--- config.mk ---
export PLATFORM = sky130hd
export DESIGN_NAME = fdl_link
export DESIGN_NICKNAME = d
export VERILOG_FILES = /design/src/hdl/fdl_pkg.sv /design/src/hdl/fdl_link.sv /design/src/hdl/fdl_slot_sel.sv /design/src/hdl/fdl_destuff.sv
export SDC_FILE = /design/constraint.sdc
export NUM_CORES = 1
export LEC_CHECK = 0
export BUFFER_PORTS_ARGS = -buffer_cell sky130_fd_sc_hd__buf_2
export CAP_MARGIN = 30
export CORE_ASPECT_RATIO = 0.6
export CORE_MARGIN = 1.5
export CORE_UTILIZATION = 49
export DETAILED_ROUTE_END_ITERATION = 7
export PLACE_DENSITY_LB_ADDON = 0.05
export SLEW_MARGIN = 10
export SYNTH_ARGS = -nofsm -noshare
export SYNTH_HDL_FRONTEND = slang
export SYNTH_HIERARCHICAL = 1
export SYNTH_SLANG_ARGS = --single-unit
--- constraint.sdc ---
create_clock -name ref_clk_i -period 2.1 [get_ports ref_clk_i]
set_input_delay 0.105 -clock ref_clk_i [delete_from_list [all_inputs] [get_ports ref_clk_i]]
set_output_delay 0.105 -clock ref_clk_i [all_outputs]
set_load 0.05 [all_outputs]
--- src/hdl/fdl_pkg.sv ---
package fdl_pkg;

  // --------------------------------------------------------------
  // register indices (byte address is four times the index)
  // --------------------------------------------------------------
  localparam logic [7:0] IDX_LINK_BYTE = 8'h28;
  localparam logic [7:0] IDX_MATCH_A = 8'h29;
  localparam logic [7:0] IDX_MATCH_B = 8'h2A;
  localparam logic [7:0] IDX_CONFIG = 8'h30;
  localparam logic [7:0] IDX_STATUS = 8'h31;
  localparam logic [7:0] IDX_IRQ_EN = 8'h32;
  localparam logic [7:0] IDX_IRQ_CLR = 8'h33;
  localparam logic [7:0] IDX_RX_CTRL = 8'h90;
  localparam logic [7:0] IDX_RX_MASK = 8'h91;
  localparam logic [7:0] IDX_TX_CTRL = 8'h92;
  localparam logic [7:0] IDX_TX_MASK = 8'h93;

  // --------------------------------------------------------------
  // field positions
  // --------------------------------------------------------------
  localparam int CTRL_ENABLE_BIT = 7;
  localparam int CTRL_MODE_BIT = 5;
  localparam int CTRL_CHAN_MSB = 4;
  localparam int CTRL_CHAN_LSB = 0;
  localparam int CFG_DESTUFF_BIT = 0;
  localparam int ST_FULL_BIT = 4;
  localparam int ST_MATCH_BIT = 2;
  localparam logic [7:0] STATUS_USED = 8'h14;
  localparam logic [7:0] CTRL_RW_MASK = 8'hBF;

  // --------------------------------------------------------------
  // reset values and counts
  // --------------------------------------------------------------
  localparam logic [7:0] RST_BYTE = 8'h00;
  localparam logic [2:0] LAST_BIT_CNT = 3'h7;
  localparam logic [2:0] MAX_ONES = 3'h6;
  localparam logic [2:0] STUFF_ONES = 3'h5;

  // --------------------------------------------------------------
  // line timing of one direction
  // --------------------------------------------------------------
  typedef struct packed {
    logic fdl_time;
    logic ds0_time;
    logic [4:0] slot;
    logic [2:0] bit_pos;
    logic in_block;
  } fdl_slot_pos_s;

  typedef struct packed {
    logic [7:0] shift;
    logic [2:0] cnt;
    logic [7:0] link_byte;
    logic [7:0] match_a;
    logic [7:0] match_b;
    logic [7:0] rx_ctrl;
    logic [7:0] rx_mask;
    logic [7:0] tx_ctrl;
    logic [7:0] tx_mask;
    logic destuff_en;
    logic [7:0] status;
    logic [7:0] irq_en;
    logic [31:0] prdata;
    logic pslverr;
    logic rx_use;
    logic tx_use;
  } fdl_state_s;

endpackage : fdl_pkg

--- src/hdl/fdl_link.sv ---
`timescale 1ns/1ps
module fdl_link (
  input wire logic ref_clk_i,
  input wire logic sys_rst_i,
  input wire logic psel_i,
  input wire logic penable_i,
  input wire logic pwrite_i,
  input wire logic [11:0] paddr_i,
  input wire logic [31:0] pwdata_i,
  input wire logic [3:0] pstrb_i,
  output logic [31:0] prdata_o,
  output logic pready_o,
  output logic pslverr_o,
  input wire logic link_bit_valid_i,
  input wire logic link_bit_i,
  input wire fdl_pkg::fdl_slot_pos_s rx_pos_i,
  input wire fdl_pkg::fdl_slot_pos_s tx_pos_i,
  output logic rx_hdlc_use_o,
  output logic tx_hdlc_use_o,
  output logic irq_n_o
);

  fdl_pkg::fdl_state_s state_reg;
  fdl_pkg::fdl_state_s state_next;
  logic d_valid;
  logic d_bit;
  logic rx_sel;
  logic tx_sel;
  logic byte_done;
  logic [7:0] new_byte;
  logic [7:0] set_bits;
  logic [7:0] clr_bits;
  logic wr_en;
  logic rd_setup;
  logic [7:0] wbyte;
  logic [7:0] rd_val;
  logic rd_hit;

  // --------------------------------------------------------------
  // receive stream and slot routing
  // --------------------------------------------------------------
  fdl_destuff u_destuff (
    .ref_clk_i(ref_clk_i),
    .sys_rst_i(sys_rst_i),
    .enable_i(state_reg.destuff_en),
    .bit_valid_i(link_bit_valid_i),
    .bit_i(link_bit_i),
    .out_valid_o(d_valid),
    .out_bit_o(d_bit)
  );

  fdl_slot_sel u_rx_sel (
    .ctrl_i(state_reg.rx_ctrl),
    .mask_i(state_reg.rx_mask),
    .pos_i(rx_pos_i),
    .use_o(rx_sel)
  );

  fdl_slot_sel u_tx_sel (
    .ctrl_i(state_reg.tx_ctrl),
    .mask_i(state_reg.tx_mask),
    .pos_i(tx_pos_i),
    .use_o(tx_sel)
  );

  // --------------------------------------------------------------
  // bus decode
  // --------------------------------------------------------------
  function automatic logic hit(input logic [11:0] a, input logic [7:0] idx);
    hit = a == {2'b00, idx, 2'b00};
  endfunction : hit

  always_comb begin
    wr_en = psel_i & penable_i & pwrite_i & pstrb_i[0];
    rd_setup = psel_i & ~penable_i & ~pwrite_i;
    wbyte = pwdata_i[7:0];
    rd_hit = 1'b1;
    rd_val = 8'h00;
    if (hit(paddr_i, fdl_pkg::IDX_LINK_BYTE)) begin
      rd_val = state_reg.link_byte;
    end else if (hit(paddr_i, fdl_pkg::IDX_MATCH_A)) begin
      rd_val = state_reg.match_a;
    end else if (hit(paddr_i, fdl_pkg::IDX_MATCH_B)) begin
      rd_val = state_reg.match_b;
    end else if (hit(paddr_i, fdl_pkg::IDX_CONFIG)) begin
      rd_val = {7'h00, state_reg.destuff_en};
    end else if (hit(paddr_i, fdl_pkg::IDX_STATUS)) begin
      rd_val = state_reg.status;
    end else if (hit(paddr_i, fdl_pkg::IDX_IRQ_EN)) begin
      rd_val = state_reg.irq_en;
    end else if (hit(paddr_i, fdl_pkg::IDX_IRQ_CLR)) begin
      rd_val = 8'h00;
    end else if (hit(paddr_i, fdl_pkg::IDX_RX_CTRL)) begin
      rd_val = state_reg.rx_ctrl;
    end else if (hit(paddr_i, fdl_pkg::IDX_RX_MASK)) begin
      rd_val = state_reg.rx_mask;
    end else if (hit(paddr_i, fdl_pkg::IDX_TX_CTRL)) begin
      rd_val = state_reg.tx_ctrl;
    end else if (hit(paddr_i, fdl_pkg::IDX_TX_MASK)) begin
      rd_val = state_reg.tx_mask;
    end else begin
      rd_hit = 1'b0;
    end
  end

  // --------------------------------------------------------------
  // next state
  // --------------------------------------------------------------
  always_comb begin
    state_next = state_reg;
    byte_done = d_valid & (state_reg.cnt == fdl_pkg::LAST_BIT_CNT);
    new_byte = {d_bit, state_reg.shift[7:1]};
    set_bits = 8'h00;
    clr_bits = 8'h00;
    if (d_valid) begin
      state_next.shift = new_byte;
      state_next.cnt = state_reg.cnt + 3'h1;
    end
    if (byte_done) begin
      state_next.link_byte = new_byte;
      set_bits[fdl_pkg::ST_FULL_BIT] = 1'b1;
      if (new_byte == state_reg.match_a ||
          new_byte == state_reg.match_b) begin
        set_bits[fdl_pkg::ST_MATCH_BIT] = 1'b1;
      end
    end
    if (wr_en) begin
      if (hit(paddr_i, fdl_pkg::IDX_MATCH_A)) begin
        state_next.match_a = wbyte;
      end
      if (hit(paddr_i, fdl_pkg::IDX_MATCH_B)) begin
        state_next.match_b = wbyte;
      end
      if (hit(paddr_i, fdl_pkg::IDX_CONFIG)) begin
        state_next.destuff_en = wbyte[fdl_pkg::CFG_DESTUFF_BIT];
      end
      if (hit(paddr_i, fdl_pkg::IDX_IRQ_EN)) begin
        state_next.irq_en = wbyte & fdl_pkg::STATUS_USED;
      end
      if (hit(paddr_i, fdl_pkg::IDX_IRQ_CLR)) begin
        clr_bits = wbyte;
      end
      if (hit(paddr_i, fdl_pkg::IDX_RX_CTRL)) begin
        state_next.rx_ctrl = wbyte & fdl_pkg::CTRL_RW_MASK;
      end
      if (hit(paddr_i, fdl_pkg::IDX_RX_MASK)) begin
        state_next.rx_mask = wbyte;
      end
      if (hit(paddr_i, fdl_pkg::IDX_TX_CTRL)) begin
        state_next.tx_ctrl = wbyte & fdl_pkg::CTRL_RW_MASK;
      end
      if (hit(paddr_i, fdl_pkg::IDX_TX_MASK)) begin
        state_next.tx_mask = wbyte;
      end
    end
    // set wins over clear
    state_next.status = ((state_reg.status & ~clr_bits) | set_bits) &
      fdl_pkg::STATUS_USED;
    if (rd_setup) begin
      state_next.prdata = {24'h00_0000, rd_val};
    end
    if (psel_i & ~penable_i) begin
      state_next.pslverr = ~rd_hit;
    end
    state_next.rx_use = rx_sel;
    state_next.tx_use = tx_sel;
  end

  // --------------------------------------------------------------
  // state register
  // --------------------------------------------------------------
  always_ff @(posedge ref_clk_i or posedge sys_rst_i) begin
    if (sys_rst_i) begin
      state_reg <= '0;
    end else begin
      state_reg <= state_next;
    end
  end

  // --------------------------------------------------------------
  // outputs
  // --------------------------------------------------------------
  assign prdata_o = state_reg.prdata;
  assign pready_o = 1'b1;
  assign pslverr_o = psel_i & penable_i & state_reg.pslverr;
  assign rx_hdlc_use_o = state_reg.rx_use;
  assign tx_hdlc_use_o = state_reg.tx_use;
  assign irq_n_o = ~|(state_reg.status & state_reg.irq_en);
endmodule : fdl_link

--- src/hdl/fdl_slot_sel.sv ---
`timescale 1ns/1ps
module fdl_slot_sel (
  input wire logic [7:0] ctrl_i,
  input wire logic [7:0] mask_i,
  input wire fdl_pkg::fdl_slot_pos_s pos_i,
  output logic use_o
);

  logic slot_hit;

  always_comb begin
    slot_hit = 1'b0;
    use_o = 1'b0;
    if (!ctrl_i[fdl_pkg::CTRL_ENABLE_BIT]) begin
      // controller on the data link
      use_o = pos_i.fdl_time;
    end else begin
      if (ctrl_i[fdl_pkg::CTRL_MODE_BIT]) begin
        slot_hit = pos_i.in_block;
      end else begin
        slot_hit = pos_i.slot ==
          ctrl_i[fdl_pkg::CTRL_CHAN_MSB:fdl_pkg::CTRL_CHAN_LSB];
      end
      // mask bit 7 is DS0 bit 8, bit 0 is DS0 bit 1
      use_o = pos_i.ds0_time & slot_hit & ~mask_i[pos_i.bit_pos];
    end
  end

endmodule : fdl_slot_sel

--- src/hdl/fdl_destuff.sv ---
`timescale 1ns/1ps
module fdl_destuff (
  input wire logic ref_clk_i,
  input wire logic sys_rst_i,
  input wire logic enable_i,
  input wire logic bit_valid_i,
  input wire logic bit_i,
  output logic out_valid_o,
  output logic out_bit_o
);

  logic [2:0] ones_reg;
  logic [2:0] ones_next;
  logic drop;

  always_comb begin
    drop = enable_i & bit_valid_i & ~bit_i &
      (ones_reg == fdl_pkg::STUFF_ONES);
    out_valid_o = bit_valid_i & ~drop;
    out_bit_o = bit_i;
    ones_next = ones_reg;
    if (bit_valid_i) begin
      if (!bit_i) begin
        ones_next = 3'h0;
      end else if (ones_reg != fdl_pkg::MAX_ONES) begin
        ones_next = ones_reg + 3'h1;
      end
    end
  end

  always_ff @(posedge ref_clk_i or posedge sys_rst_i) begin
    if (sys_rst_i) begin
      ones_reg <= 3'h0;
    end else begin
      ones_reg <= ones_next;
    end
  end
endmodule : fdl_destuff

* After elaboration in Yosys (flattened, before gate mapping) *
Cells that the tools add are included.

storage, ports and cells
  bits in registers = 84
  latch bits = 0
  RAM bits = 0
  ROM bits = 0
  input port bits = 77
  output and inout bits = 37
  logic and storage cells = 117
  memories = 0

cells by class
  add/subtract/negate cells = 2
  $mul = 0
  div/mod/pow operators = 0
  magnitude comparators = 2
  equality and inequality tests = 19
  shift operators = 0
  muxes and demuxes = 39
  bitwise operators = 26
  reduce and logical (&&, ||, !) cells = 12

operator list
  cell                    count
  $mux W8                 11
  $eq A12 B8 Y1 const B   7
  $eq A12 B10 Y1 const B  4
  $mux W1                 22
  $reduce_and A2 Y1       9
  $eq A8 B8 Y1            2
  $and A1 B1 Y1           15
  $and A5 B5 Y5           2
  $eq A5 B5 Y1            2
  $mux W5                 2
  $lt A3 B4 Y1 const B    2
  $reduce_or A8 Y1        1
  $not A1 Y1              7
  $add A3 B1 Y3 const B   2
  $bmux W1 S3             2
  $eq A3 B3 Y1 const B    2
  $mux W3                 2
  $not A5 Y5              1
  $or A5 B5 Y5            1
  $ne A3 B3 Y1 const B    1
  $ne A2 B1 Y1 const B    1
  $logic_not A1 Y1        1
  $logic_or A1 B1 Y1      1

* Longest topological paths before layout *
  word-level depth = 13
  depth in mapped cells = 7
  depth with buffers taken out = 5

* By module *
The synthesis kept the hierarchy.

by module, submodules not included
  module        times used  cells an instance  area each (um2)  sequential area each (um2)
  fdl_link      1           358                4,246.6          2,001.9
  fdl_slot_sel  2           14                 145.1            0.0
  fdl_destuff   1           24                 215.2            75.1

* Worst setup path after synthesis *
Ideal clock, no wire load.

  path type = flip-flop to flip-flop
  start = register state_reg[76] (netlist bit)
  end = register state_reg, in the netlist prdata_o[0]
  setup time = 0.126 ns
  arrival time = 1.721 ns
  data required time = 1.974 ns
  path slack = 0.253 ns
  stages on the path, launching flop included = 5
  path buffers = 0
  period minus slack after synthesis = 1.847 ns
  path through = dfrtp_1 -> or3_1 -> mux4_2 -> a221o_1 -> a221o_1

on the way
  longest elaborated chain between the ends = 8

ends and longest elaborated chain
  element                   RTL line         source
  start: declaration        fdl_link.sv:23   fdl_pkg::fdl_state_s state_reg;
  start signal: assignment  fdl_link.sv:176  state_reg <= state_next;
  $mux W8                   fdl_link.sv:93   end else if (hit(paddr_i, fdl_pkg::IDX_RX_CTRL)) begin
  $mux W8                   fdl_link.sv:91   end else if (hit(paddr_i, fdl_pkg::IDX_IRQ_CLR)) begin
  $mux W8                   fdl_link.sv:89   end else if (hit(paddr_i, fdl_pkg::IDX_IRQ_EN)) begin
  $mux W8                   fdl_link.sv:87   end else if (hit(paddr_i, fdl_pkg::IDX_STATUS)) begin
  $mux W8                   fdl_link.sv:85   end else if (hit(paddr_i, fdl_pkg::IDX_CONFIG)) begin
  $mux W8                   fdl_link.sv:83   end else if (hit(paddr_i, fdl_pkg::IDX_MATCH_B)) begin
  $mux W8                   fdl_link.sv:81   end else if (hit(paddr_i, fdl_pkg::IDX_MATCH_A)) begin
  $mux W8                   fdl_link.sv:79   if (hit(paddr_i, fdl_pkg::IDX_LINK_BYTE)) begin

No other way between the ends.
A chain may end at the register's enable or synchronous reset.

* Worst setup path after layout *
Ends and elaborated chain as after synthesis.

==> metrics.md <==
| Metric | Value |
|---|---|
| Reg2reg setup slack | 150 ps |
| Setup Skew | 7.06 ps |
| Peak VDD IR | 0.000533 V |
| Met2 WL | 4.98 mm |
| Clk sinks | 83 |
| Asr flop ratio synth | 100% |
| Post-DP HPWL | 9.17 mm |
| Hold EP | tx_hdlc_use_o |
| First-pass GRT wire length | 19.1 mm |
| Pre-antenna DRT Iters | 6 |
| Share of cells above drive strength 1 | 37.3% |
| Vias | 3,548 |
| PD cells | 802 mW/mm^2 |
| Antenna violations before repair | 0 |
| Antenna cells | 0 |
| Gpl congestion | 0.871 |
| Avg Cell Area, Syn | 11.6 sq um |
| Yosys warnings | 6 |
| Critical path class | flop to flop |
| Max clock buf depth | 2 |
| Nets@finish | 559 |
| Port Buf Inserts | 61 |
| Vias in the first global route | 3,352 |
| Post-route insts no fill | 612 |
| Fillers | 783 |
| Cells after DPL | 595 |
| Wire length on met1 | 6.00 mm |
| Cell mode on critical path | a221o_1 |
| Hold Crit Class | primary input to flop |
| RR Endpoint | prdata_o[0] |
| GRT overflow | 0 |
| # DRC | 0 |
| # setup viols final | 0 |
| CP max stage delay | 460 ps |
| Fmax | 0.513 GHz |
| Total CTS buffers | 9 |
| Post-layout min period | 1950 ps |
| Initial Utilization | 51.2% |
| Rows | 27 |
| Sequential share of the synthesized area | 43.7% |
| Clk_lat worst skew | 340 ps |
| Power, Total | 4.39 mW |
| Mapped Cells | 410 |
| Synth cell types | 58 |
| Unrepaired setup endpoints after global routing | no |
| DR WL met3 | 984 um |
| Die height | 79.3 um |
| Worst Hold Depth | 3 |
| Max Used Layer | met4 |
| Ratio of final minimum period to clock period | 92.8% |
| HP Start | tx_pos_i[10] |
| MaxCap Viol Count | 0 |
| Core outline area | 0.00929 sq mm |
| Root Driver | clkbuf_16 |
| Status | complete, no violations |
| Post-synth top flop | dfrtp_1 |
| Critical Path Fanout Max | 3 |
| Vias per cell | 5.80 |
| Final Hold Viols | 0 |
| ANT nets after route | 0 |
| Setup Fix Bufs, Post-CTS | 0 |
| Post-synth EDFFs | 0 |
| Mapped Area | 0.00475 sq mm |
| Crit Reg-Reg Startpoint | state_reg[76] |
| Htree depth | 3 |
| Final setup TNS | 0 ps |
| CP max stage cell | mux4_2 |
| Final wirelength | 12.1 mm |
| Overall routing resource usage | 25.6% |
| Crit end category | flop |
| Leakage power | 2.63 nW |
| Fin util | 59.0% |
| Num ports | 114 |
| Synth-to-layout area growth | 15.4% |
| Largest net degree at the start of global routing | 41 |
| Die Footprint | 0.0103 sq mm |
| CTS tree | built |
| CP cell instances | or3_1 > mux4_2 > a221o_1 > a221o_1 |
| Commonest non-fill, non-tap cell in the layout | dfrtp_1 |
| Slew of the pin with the lowest slew margin | 682 ps |
| Startpoint types | flop |
| Worst Path Required | 2330 ps |
| Rel. slew slack | 54.5% |
| Register bit count reported by yosys | 83 |
| Slew Limit Fails | 0 |
| Die outline width | 130 um |
| Depth of the most critical reg-to-reg path | 4 |
| Most frequent cells in the layout | dfrtp_1 (83), mux2_2 (68), buf_2 (61) |
| Detailed Route Iter0 Violations | 328 |
| Clk pin slew, worst setup/hold paths | 70 ps |
| Largest register FFs | 63 |
| Routed wire length per instance | 19.8 um |
| Worst Path Arrival | 2170 ps |
[worst max path at each step]
| stage | start | to | cells after the start |
|---|---|---|---|
| 2_1_floorplan | state_reg[76] | prdata_o[0] | 4 |
| 3_3_place_gp | state_reg[76] | prdata_o[0] | 4 |
| 3_5_place_dp | state_reg[76] | prdata_o[0] | 4 |
| 4_1_cts | state_reg[76] | prdata_o[0] | 4 |
| 5_1_grt | u_destuff/ones_reg[1] | state_reg[102] | 5 |
| 6_report | state_reg[76] | prdata_o[0] | 4 |
[routing by layer]
metal  vias to the layer above  global-route usage, %
li1                       1600                      -
met1                      1783                   40.5
met2                       150                   34.2
met3                        15                   6.20
met4                         0                   6.89
met5                         -                      0
[report_power, final]
group	internal, mW	switching [mW]	total [mW]	leakage (nW)
clock network	0.957	0.715	1.67	0.156
logic	0.327	0.458	0.786	1.38
registers	1.78	0.153	1.94	1.09
[logic make-up after synthesis]
| family | share of synthesized area (%) |
|---|---|
| compound gates | 9.61 |
| simple gates | 11.7 |
| flops | 43.7 |
| fa+ha+maj | 1.32 |
| other cells | 0.158 |
| xor+xnor | 5.16 |
| mux | 20.8 |
| buf+inv | 7.58 |
[per-stage QoR]
stage | worst slack (ps) | hold slack, ps | cell area, sq um
floorplan | 253 | -141 | 4840
global placement | 173 | 16.1 | 5150
detailed placement | 161 | 9.71 | 5150
CTS | 152 | 9.56 | 5480
global route | 94.0 | 17.1 | 5480
finish | 152 | 25.3 | 5480
[cell type report]
class                           count  area, sq um  area share, %
Multi-Input combinational cell    289         2400           43.8
Sequential cell                    83         2080           37.9
Timing Repair Buffer               81          470           8.58
Clock buffer                        9          225           4.11
Tap cell                          130          163           2.97
Clock inverter                      7         92.6           1.69
Inverter                           13         52.6          0.959
[synth_stat cells, types with 3 or more instances]
cell / n / area [sq um]
dfrtp_1: 83 / 2080
mux2_2: 68 / 766
buf_4: 34 / 255
xor2_1: 27 / 236
a21oi_1: 15 / 75.1
inv_1: 13 / 48.8
nand2_1: 12 / 45.0
nor2_1: 10 / 37.5
clkbuf_1: 9 / 33.8
nand2b_1: 8 / 50.1
nand3_1: 8 / 40.0
nand3b_1: 8 / 60.1
nor3_1: 6 / 30.0
nor4_1: 6 / 37.5
o22ai_1: 6 / 37.5
a2111oi_0: 5 / 43.8
a2bb2oi_1: 5 / 43.8
a31oi_1: 5 / 31.3
ha_1: 5 / 62.6
mux2i_1: 5 / 50.1
o21ai_0: 5 / 25.0
a22oi_1: 4 / 30.0
mux4_1: 4 / 105
o211ai_1: 4 / 30.0
a41oi_1: 3 / 26.3
and3_1: 3 / 18.8
buf_2: 3 / 15.0
mux4_2: 3 / 67.6
nor2b_1: 3 / 18.8
[repair_timing]
action	CTS	global route
setup endpoints to repair	0	0
hold buffers	1	0
resized for setup	0	0
endpoints found under the hold margin	29	0
[worst max-delay path, delay by kind of cell, from the launching register on]
kind,cells,cell delay (ps)
AO/OA/AOI/OAI,2,670
flip-flops,1,400
multiplexers,1,460
AND/OR/NAND/NOR,1,300
Power figures use the tool's default switching activity.
